**config.mk**
```make
export PLATFORM = sky130hd
export DESIGN_NAME = tec_counter
export DESIGN_NICKNAME = d
export VERILOG_FILES = /design/src/tec_pkg.sv /design/src/tec_counter.sv
export SDC_FILE = /design/constraint.sdc
export NUM_CORES = 1
export LEC_CHECK = 0
export ABC_AREA = 1
export ABC_CLOCK_PERIOD_IN_PS = 4150
export BUFFER_PORTS_ARGS = -buffer_cell sky130_fd_sc_hd__clkbuf_2
export CAP_MARGIN = 10
export CORE_ASPECT_RATIO = 0.9
export CORE_MARGIN = 3
export CORE_UTILIZATION = 45
export CTS_CLUSTER_DIAMETER = 60
export DETAILED_ROUTE_END_ITERATION = 10
export GPL_TIMING_DRIVEN = 0
export PLACE_DENSITY = 0.67
export RECOVER_POWER = 25
export SLEW_MARGIN = 10
export SYNTH_ARGS = -nofsm -noshare
export SYNTH_HDL_FRONTEND = slang
export SYNTH_SLANG_ARGS = --single-unit
```
**constraint.sdc**
```tcl
create_clock -name sys_clk_i -period 4.15 [get_ports sys_clk_i]
set_input_delay 0.2075 -clock sys_clk_i [delete_from_list [all_inputs] [get_ports sys_clk_i]]
set_output_delay 0.2075 -clock sys_clk_i [all_outputs]
set_load 0.005 [all_outputs]
```
**src/tec_pkg.sv**
```systemverilog
// Constants and types shared by the 16-bit timer/event counter
package tec_pkg;

    // Register byte offsets on the Wishbone slave
    localparam logic [7:0] TEC_OFF_LOW = 8'h00;
    localparam logic [7:0] TEC_OFF_HIGH = 8'h04;
    localparam logic [7:0] TEC_OFF_CTRL = 8'h08;
    localparam logic [7:0] TEC_OFF_INTERRUPT_CONTROL_REG = 8'h0C;

    // Field positions in counter_control
    localparam int TEC_MODE_HI_BIT = 7;
    localparam int TEC_MODE_LO_BIT = 6;
    localparam int TEC_RUN_BIT = 4;
    localparam int TEC_EDGE_BIT = 3;
    localparam int TEC_PSC_MSB = 2;
    localparam int TEC_PSC_LSB = 0;
    // Writable bits of counter_control; bit 5 is reserved and reads zero
    localparam logic [7:0] TEC_CTRL_MASK = 8'hDF;

    // Field positions in interrupt_control_reg
    localparam int TEC_IEN_BIT = 0;
    localparam int TEC_IFLAG_BIT = 1;

    // Reset values, count limit and increment
    localparam logic [7:0] TEC_CTRL_RST = 8'h00;
    localparam logic [15:0] TEC_PRELOAD_POR = 16'h0000;
    localparam logic [15:0] TEC_COUNT_MAX = 16'hFFFF;
    localparam logic [15:0] TEC_COUNT_ONE = 16'h0001;

    // Counter and bus widths
    localparam int TEC_CNT_W = 16;
    localparam int TEC_BYTE_W = 8;
    localparam int TEC_DATA_W = 32;
    localparam int TEC_PSC_DEFAULT = 16;

    // Mode selected by mode_bit_high, mode_bit_low
    typedef enum logic [1:0] {
        TEC_MODE_STOP = 2'b00,
        TEC_MODE_EVENT = 2'b01,
        TEC_MODE_TIMER = 2'b10,
        TEC_MODE_PULSE = 2'b11
    } tec_mode_t;

endpackage

```
**src/tec_counter.sv**
```systemverilog
// 16-bit timer/event counter with prescaler, byte-pair access and Wishbone slave
//
// Operation
// - One 16-bit up-counter: interval timer, event counter or pulse width unit.
// - A 16-stage prescaler sits in the internal timer clock path.
// - Writing the byte pair loads preload; reading it returns the live counter.
// - Timer and pulse modes use system clock; event mode uses the input pin.
// - Each qualifying input edge in event mode adds exactly one, unless it meets a counter byte access.
// - Past FFFFH the counter reloads preload, raises the request, keeps counting.
// - Preload has no defined power-on value; software must write it first.
// - While stopped, a preload write is copied straight into the counter.
// - While running, a new preload reaches the counter only at next overflow.
// - Low byte writes land in a buffer, not in preload or counter.
// - High byte write stores high byte and moves buffered low byte together.
// - High byte read returns counter high and captures counter low in buffer.
// - Low byte read returns the captured byte, not the live low byte.
// - Control bit 4 is run: high counts, low stops.
// - Control bit 3 selects input edge polarity in event and pulse modes.
// - Mode bits high=1, low=0 select interval timer mode.
// - Interval mode adds one on each falling edge of the prescaled clock.
// - Overflow request is passed on only while the enable bit is set.
// - Overflow never wakes the device from halt.
// - Event mode counts rising edges with edge select low, falling when high.
// - Mode bits high=0, low=1 select event counting mode.
// - Both mode bits high: pulse mode counts prescaler ticks while input not idle.
// - Pulse end clears run itself; later edges ignored until run set again.
`timescale 1ns/1ps

module tec_counter
    import tec_pkg::*;
#(
    parameter int ADDR_W = 8,
    parameter int PSC_STAGES = TEC_PSC_DEFAULT
) (
    input wire logic sys_clk_i,
    input wire logic arst_n_i,
    input wire logic wb_cyc_i,
    input wire logic wb_stb_i,
    input wire logic wb_we_i,
    input wire logic [ADDR_W-1:0] wb_adr_i,
    input wire logic [3:0] wb_sel_i,
    input wire logic [TEC_DATA_W-1:0] wb_dat_i,
    output logic [TEC_DATA_W-1:0] wb_dat_o,
    output logic wb_ack_o,
    input wire logic external_count_input_i,
    output logic timer_irq_o
);

    // Elaboration checks: the prescaler taps reach stage 15 and offsets need 8 bits
    if (PSC_STAGES < 16) begin : g_psc_chk
        $error("PSC_STAGES must be at least 16");
    end
    if (ADDR_W < 8) begin : g_adr_chk
        $error("ADDR_W must be at least 8");
    end

    typedef struct packed {
        logic ack;
        logic [TEC_DATA_W-1:0] dat;
        logic irq;
        logic [TEC_CNT_W-1:0] cnt;
        logic [TEC_CNT_W-1:0] preload;
        logic [TEC_BYTE_W-1:0] wr_low;
        logic [TEC_BYTE_W-1:0] rd_low;
        logic [TEC_BYTE_W-1:0] ctrl;
        logic ien;
        logic iflag;
        logic [PSC_STAGES-1:0] psc;
        logic sync1;
        logic sync2;
        logic sync3;
        logic pw_active;
    } tec_state_t;

    tec_state_t r_reg;
    tec_state_t r_next;

    // Decoded helpers, also watched by the assertions
    logic [ADDR_W-1:0] adr_al;
    logic req;
    logic hit_low;
    logic hit_high;
    logic hit_ctrl;
    logic hit_interrupt_control_reg;
    logic wr_en;
    logic rd_en;
    logic cnt_access;
    logic tick;
    logic [3:0] tap;
    logic rise;
    logic fall;
    logic ev_edge;
    logic leave_idle;
    logic back_idle;
    logic run;
    logic inc;
    logic ovf;
    tec_mode_t mode;

    // Next-state logic for the whole block
    always_comb begin
        r_next = r_reg;
        r_next.ack = 1'b0;
        r_next.dat = '0;

        // Wishbone decode; a request is taken once, ack follows one cycle later
        adr_al = {wb_adr_i[ADDR_W-1:2], 2'b00};
        req = wb_cyc_i & wb_stb_i & ~r_reg.ack;
        hit_low = (adr_al == ADDR_W'(TEC_OFF_LOW));
        hit_high = (adr_al == ADDR_W'(TEC_OFF_HIGH));
        hit_ctrl = (adr_al == ADDR_W'(TEC_OFF_CTRL));
        hit_interrupt_control_reg = (adr_al == ADDR_W'(TEC_OFF_INTERRUPT_CONTROL_REG));
        wr_en = req & wb_we_i & wb_sel_i[0];
        rd_en = req & ~wb_we_i;
        // Counting is inhibited for the cycle of a counter access, so the
        // byte transfer never races an increment; this may lose one count
        cnt_access = req & (hit_low | hit_high);
        r_next.ack = req;

        // Free-running prescaler; the tap doubles as rate select
        r_next.psc = r_reg.psc + 1'b1;
        tap = {r_reg.ctrl[TEC_PSC_MSB:TEC_PSC_LSB], 1'b1};
        tick = r_reg.psc[tap] & ~r_next.psc[tap];

        // Two-flop synchroniser plus one stage for edge detection
        r_next.sync1 = external_count_input_i;
        r_next.sync2 = r_reg.sync1;
        r_next.sync3 = r_reg.sync2;
        rise = r_reg.sync2 & ~r_reg.sync3;
        fall = ~r_reg.sync2 & r_reg.sync3;

        // Edge select picks polarity for both pin-driven modes
        ev_edge = r_reg.ctrl[TEC_EDGE_BIT] ? fall : rise;
        leave_idle = r_reg.ctrl[TEC_EDGE_BIT] ? rise : fall;
        back_idle = r_reg.ctrl[TEC_EDGE_BIT] ? fall : rise;

        run = r_reg.ctrl[TEC_RUN_BIT];
        mode = tec_mode_t'({r_reg.ctrl[TEC_MODE_HI_BIT], r_reg.ctrl[TEC_MODE_LO_BIT]});
        inc = 1'b0;

        // Clock source and gating per mode
        unique case (mode)
            TEC_MODE_STOP: begin
                inc = 1'b0;
            end
            TEC_MODE_TIMER: begin
                inc = run & tick;
            end
            TEC_MODE_EVENT: begin
                inc = run & ev_edge;
            end
            TEC_MODE_PULSE: begin
                // Count prescaler ticks only between leaving and regaining idle
                inc = run & r_reg.pw_active & tick;
                if (run && !r_reg.pw_active && leave_idle) begin
                    r_next.pw_active = 1'b1;
                end else if (run && r_reg.pw_active && back_idle) begin
                    r_next.pw_active = 1'b0;
                    r_next.ctrl[TEC_RUN_BIT] = 1'b0;
                end
            end
        endcase
        // Once stopped, pin edges are ignored until software restarts it
        if (!run) begin
            r_next.pw_active = 1'b0;
        end

        // Increment and overflow reload
        ovf = 1'b0;
        if (inc && !cnt_access) begin
            if (r_reg.cnt == TEC_COUNT_MAX) begin
                r_next.cnt = r_reg.preload;
                ovf = 1'b1;
            end else begin
                r_next.cnt = r_reg.cnt + TEC_COUNT_ONE;
            end
        end

        // Register writes
        if (wr_en) begin
            if (hit_low) begin
                r_next.wr_low = wb_dat_i[TEC_BYTE_W-1:0];
            end
            if (hit_high) begin
                // Buffered low byte joins the high byte in one update
                r_next.preload = {wb_dat_i[TEC_BYTE_W-1:0], r_reg.wr_low};
                if (!run) begin
                    r_next.cnt = {wb_dat_i[TEC_BYTE_W-1:0], r_reg.wr_low};
                end
            end
            if (hit_ctrl) begin
                // Software write wins over a same-cycle pulse-end clear
                r_next.ctrl = wb_dat_i[TEC_BYTE_W-1:0] & TEC_CTRL_MASK;
            end
            if (hit_interrupt_control_reg) begin
                r_next.ien = wb_dat_i[TEC_IEN_BIT];
                // Writing zero clears the flag; writing one leaves it
                if (!wb_dat_i[TEC_IFLAG_BIT]) begin
                    r_next.iflag = 1'b0;
                end
            end
        end

        // Overflow sets the flag after any clear, so a same-cycle event is kept
        if (ovf) begin
            r_next.iflag = 1'b1;
        end

        // Register reads; a high byte read also captures the low byte
        if (rd_en) begin
            if (hit_low) begin
                r_next.dat[TEC_BYTE_W-1:0] = r_reg.rd_low;
            end
            if (hit_high) begin
                r_next.dat[TEC_BYTE_W-1:0] = r_reg.cnt[TEC_CNT_W-1:TEC_BYTE_W];
                r_next.rd_low = r_reg.cnt[TEC_BYTE_W-1:0];
            end
            if (hit_ctrl) begin
                r_next.dat[TEC_BYTE_W-1:0] = r_reg.ctrl;
            end
            if (hit_interrupt_control_reg) begin
                r_next.dat[TEC_IEN_BIT] = r_reg.ien;
                r_next.dat[TEC_IFLAG_BIT] = r_reg.iflag;
            end
        end

        // Request line only; nothing here reaches a wake-up path
        r_next.irq = r_next.iflag & r_next.ien;
    end

    // State register; preload and buffers get a fixed value only so that
    // simulation stays clean, software must treat preload as unknown
    always_ff @(posedge sys_clk_i or negedge arst_n_i) begin
        if (!arst_n_i) begin
            r_reg <= '0;
            r_reg.ctrl <= TEC_CTRL_RST;
            r_reg.preload <= TEC_PRELOAD_POR;
            r_reg.cnt <= TEC_PRELOAD_POR;
        end else begin
            r_reg <= r_next;
        end
    end

    // Outputs come straight from the state flops
    assign wb_ack_o = r_reg.ack;
    assign wb_dat_o = r_reg.dat;
    assign timer_irq_o = r_reg.irq;
endmodule

```
==> impl_metrics.ini <==
[setup_path]
path_cells = ha_1 > nand3_1 > nor2_1 > nand2_1 > clkinv_1 > buf_2 > nand2_1 > o21ai_0 > nand3_1 > nand3_1 > nand2_1 > inv_1
setup.worst_path.end_class = flip-flop
regToRegSetupSlack_ns = 1.88
critical_path.reg2reg.endpoint = r_reg[70]$_DFF_PN0_
cp_slowest_stage_delay_ns = 0.44
critical_path_required_ns = 4.43
crit_fanout = 10
reg2regPathDepth = 12
critPathTopFamily = simple AND/OR/NAND/NOR gates
path_buf_inv = 3
start_to_end_type_of_the_worst_setup_path = flip-flop to flip-flop
critical_path.slowest_cell = sky130_fd_sc_hd__dfrtp_1
arrival_ns = 2.55
cp-start-kind = flip-flop
crit-reg2reg-launch = r_reg[63]$_DFF_PN0_

[global_routing]
pin_count_of_the_biggest_net_entering_global_routing = 51
antenna_violations_before_repair = 0
groute.usage.overall = 0.201
global_route_wire_length_before_repair_mm = 18.5
grt_pass1_vias = 3681
global_route.overflow_total = 0

[place]
place.detailed.hpwl_mm = 8.20
dpl-instance-area_um2 = 5070
gpl.final_weighted_congestion = 0.882
place.port_buffers = 30

[clock_tree]
root_buffer = sky130_fd_sc_hd__clkbuf_16
clock-sinks = 87
cts_tree = yes
clock_insertion_delay_worst_skew_ns = 0.34
clk_pin_slew_ns = 0.07
max_buffers_root_to_sink = 2
cts-htree-levels = 3
cts_buffers = 9

[routing]
initialDrtViolationCount = 359
via_per_inst = 5.05
final_antenna_net_count = 0
number_of_vias_after_detailed_routing = 3910
route.detailed.wl_per_inst_um = 14.3
first_pass_iters = 5
drt-total-wl_mm = 11.1
remaining_drc_errors = 0

[yosys]
synth_seq_area_share = 0.467
syn-instance-count = 577
netlist_area_um2 = 4660
async_flop_share = 1.00
synthesized_area_divided_by_synthesized_cell_count_um2 = 8.07
netlist_top_cells_area = sky130_fd_sc_hd__dfrtp_1 (47%), sky130_fd_sc_hd__nand2_1 (11%), sky130_fd_sc_hd__inv_1 (5.6%)
synth-edff-count = 0
synthDominantCellAreaShare = 0.467
synth_top_cell_by_area = sky130_fd_sc_hd__dfrtp_1
yosys_warnings = 0
postSynth.topFlopCell = sky130_fd_sc_hd__dfrtp_1
netlist-cell-type-count = 38
synth.ff_latch_count = 87

[hold_path]
worst_min_path_start = wb_stb_i
hold_path_end = wb_ack_o$_DFF_PN0_
min_path_type = primary input to flip-flop
timing.hold.worst_path_depth = 3

[power]
power.ir.vdd_worst_uv = 180
totalPowerFinal_mw = 2.01
power_per_cell_area_nw_per_um2 = 372
static-leakage-power_nw = 2.76

[floorplan]
rows = 34
die_height_um = 103
design.die.area_um2 = 11600
top_level_ports = 84
starting_density = 0.472
core-area_um2 = 9870
fp.dieW_um = 113

[sta]
min_period_over_period = 0.548
tightestPinTransition_ns = 0.711
slew_violations = 0
setup_viol = 0
period_minus_slack_ns = 2.27
timing.setup.tns_ns = 0
timing.final.hold_violations = 0
max_freq_ghz = 0.440
finalClockSkew_ns = 0.00710
maxSlewHeadroom = 0.526
grt_setup_unrepaired = no

[cells_and_area]
multi_input_area_um2 = 1960
largest_reg_flops = 73
area.growth.synth_to_final_pct = 16.1
finalNetCount = 696
insertedDiodeCount = 0
layout.core_utilization = 0.548
drive_above_1_share = 0.165
mostFrequentLayoutCell = sky130_fd_sc_hd__nand2_1
post_layout_inst_area_um2 = 5410
mostFrequentLayoutCells = sky130_fd_sc_hd__nand2_1 (142), sky130_fd_sc_hd__dfrtp_1 (87), sky130_fd_sc_hd__inv_1 (70)
layout.filler_cells = 948
sequential_cell_area_um2 = 2180

[outcome]
status = complete, no violations

[flow_run]
drv_cap = 0
==> metal layers <==
| metal | wire length [µm] | share of wire | global-route usage | vias up |
|---|---|---|---|---|
| met3 | 770 | 0.069 | 0.0246 | 19 |
| met5 | 0 | 0 | 0 | - |
| met4 | 185 | 0.017 | 0.0656 | 0 |
| li1 | - | - | - | 1942 |
| met2 | 4770 | 0.43 | 0.301 | 159 |
| met1 | 5360 | 0.48 | 0.306 | 1790 |
==> synth_stat cells, types with 2 or more instances <==
cell                       number
sky130_fd_sc_hd__nor3_1         9
sky130_fd_sc_hd__buf_2          4
sky130_fd_sc_hd__nand4_1        7
sky130_fd_sc_hd__a221oi_1       2
sky130_fd_sc_hd__nor2_4         5
sky130_fd_sc_hd__xor2_1        14
sky130_fd_sc_hd__ha_1           2
sky130_fd_sc_hd__nand2_1      142
sky130_fd_sc_hd__mux2_2         4
sky130_fd_sc_hd__a21oi_2        3
sky130_fd_sc_hd__o21ai_0       50
sky130_fd_sc_hd__nand2_4        2
sky130_fd_sc_hd__a21oi_1        7
sky130_fd_sc_hd__o211ai_1       4
sky130_fd_sc_hd__inv_2          3
sky130_fd_sc_hd__buf_6          3
sky130_fd_sc_hd__xnor2_1        7
sky130_fd_sc_hd__clkbuf_1       8
sky130_fd_sc_hd__dfrtp_1       87
sky130_fd_sc_hd__o221ai_1       2
sky130_fd_sc_hd__buf_4         32
sky130_fd_sc_hd__a221o_1        4
sky130_fd_sc_hd__clkinv_1       2
sky130_fd_sc_hd__nand3b_1       2
sky130_fd_sc_hd__nor2_1        37
sky130_fd_sc_hd__o21ai_1        2
sky130_fd_sc_hd__nand3_1       50
sky130_fd_sc_hd__inv_1         69
sky130_fd_sc_hd__nand2_2        4
sky130_fd_sc_hd__a21o_1         2
==> logic make-up after synthesis <==
family	synth area share
compound gates	0.0999
fa+ha+maj	0.00537
buf+inv	0.129
mux	0.00967
simple gates	0.248
xor+xnor	0.0395
flops	0.467
other cells	0.000805
==> per-stage QoR <==
stage	worst slack [ns]	hold slack, ns	std cells
final	1.88	0.0942	775
after global routing	1.65	0.132	775
after CTS	1.91	0.0964	775
after detailed placement	1.94	0.321	757
after global placement	1.87	0.319	756
after floorplan	2.37	-0.0881	600
==> worst max-delay path by stage <==
| stage | from | to | slack, ns | cells after the start |
|---|---|---|---|---|
| 2_1_floorplan | r_reg[62]$_DFF_PN0_ | r_reg[77]$_DFF_PN0_ | 2.37 | 11 |
| 3_3_place_gp | arst_n_i | r_next[2]$_DFF_PN0_ | 1.87 | 1 |
| 3_5_place_dp | r_reg[63]$_DFF_PN0_ | r_reg[70]$_DFF_PN0_ | 1.94 | 12 |
| 4_1_cts | r_reg[63]$_DFF_PN0_ | r_reg[70]$_DFF_PN0_ | 1.91 | 12 |
| 5_1_grt | r_reg[63]$_DFF_PN0_ | r_reg[70]$_DFF_PN0_ | 1.65 | 12 |
| 6_report | r_reg[63]$_DFF_PN0_ | r_reg[70]$_DFF_PN0_ | 1.88 | 12 |
==> tightest hold or removal path: stages <==
cell and delay, ns:
sky130_fd_sc_hd__clkbuf_2 0.08, sky130_fd_sc_hd__nand2_1 0.05, sky130_fd_sc_hd__nor2_1 0.05
==> power breakdown <==
| group | total [mW] | leakage, nW | internal (mW) | switching (mW) |
|---|---|---|---|---|
| Clock | 0.875 | 0.152 | 0.528 | 0.346 |
| Combinational | 0.208 | 1.44 | 0.0848 | 0.123 |
| Sequential | 0.928 | 1.17 | 0.883 | 0.0454 |
==> timing repair <==
item | CTS | global route
endpoints found under the hold margin | 50 | 0
resized for setup | 0 | 0
hold buffers | 2 | 0
setup buffers | 0 | 0
==> final cells by class <==
type	count	area share
well taps	126	0.0291
clock buffers	9	0.0416
inverters	74	0.0513
plain buffers	47	0.0599
clock inverters	7	0.0180
multi-input cells	392	0.362
repair buffers	33	0.0356
flip-flops and latches	87	0.402
Power figures use the tool's default switching activity.
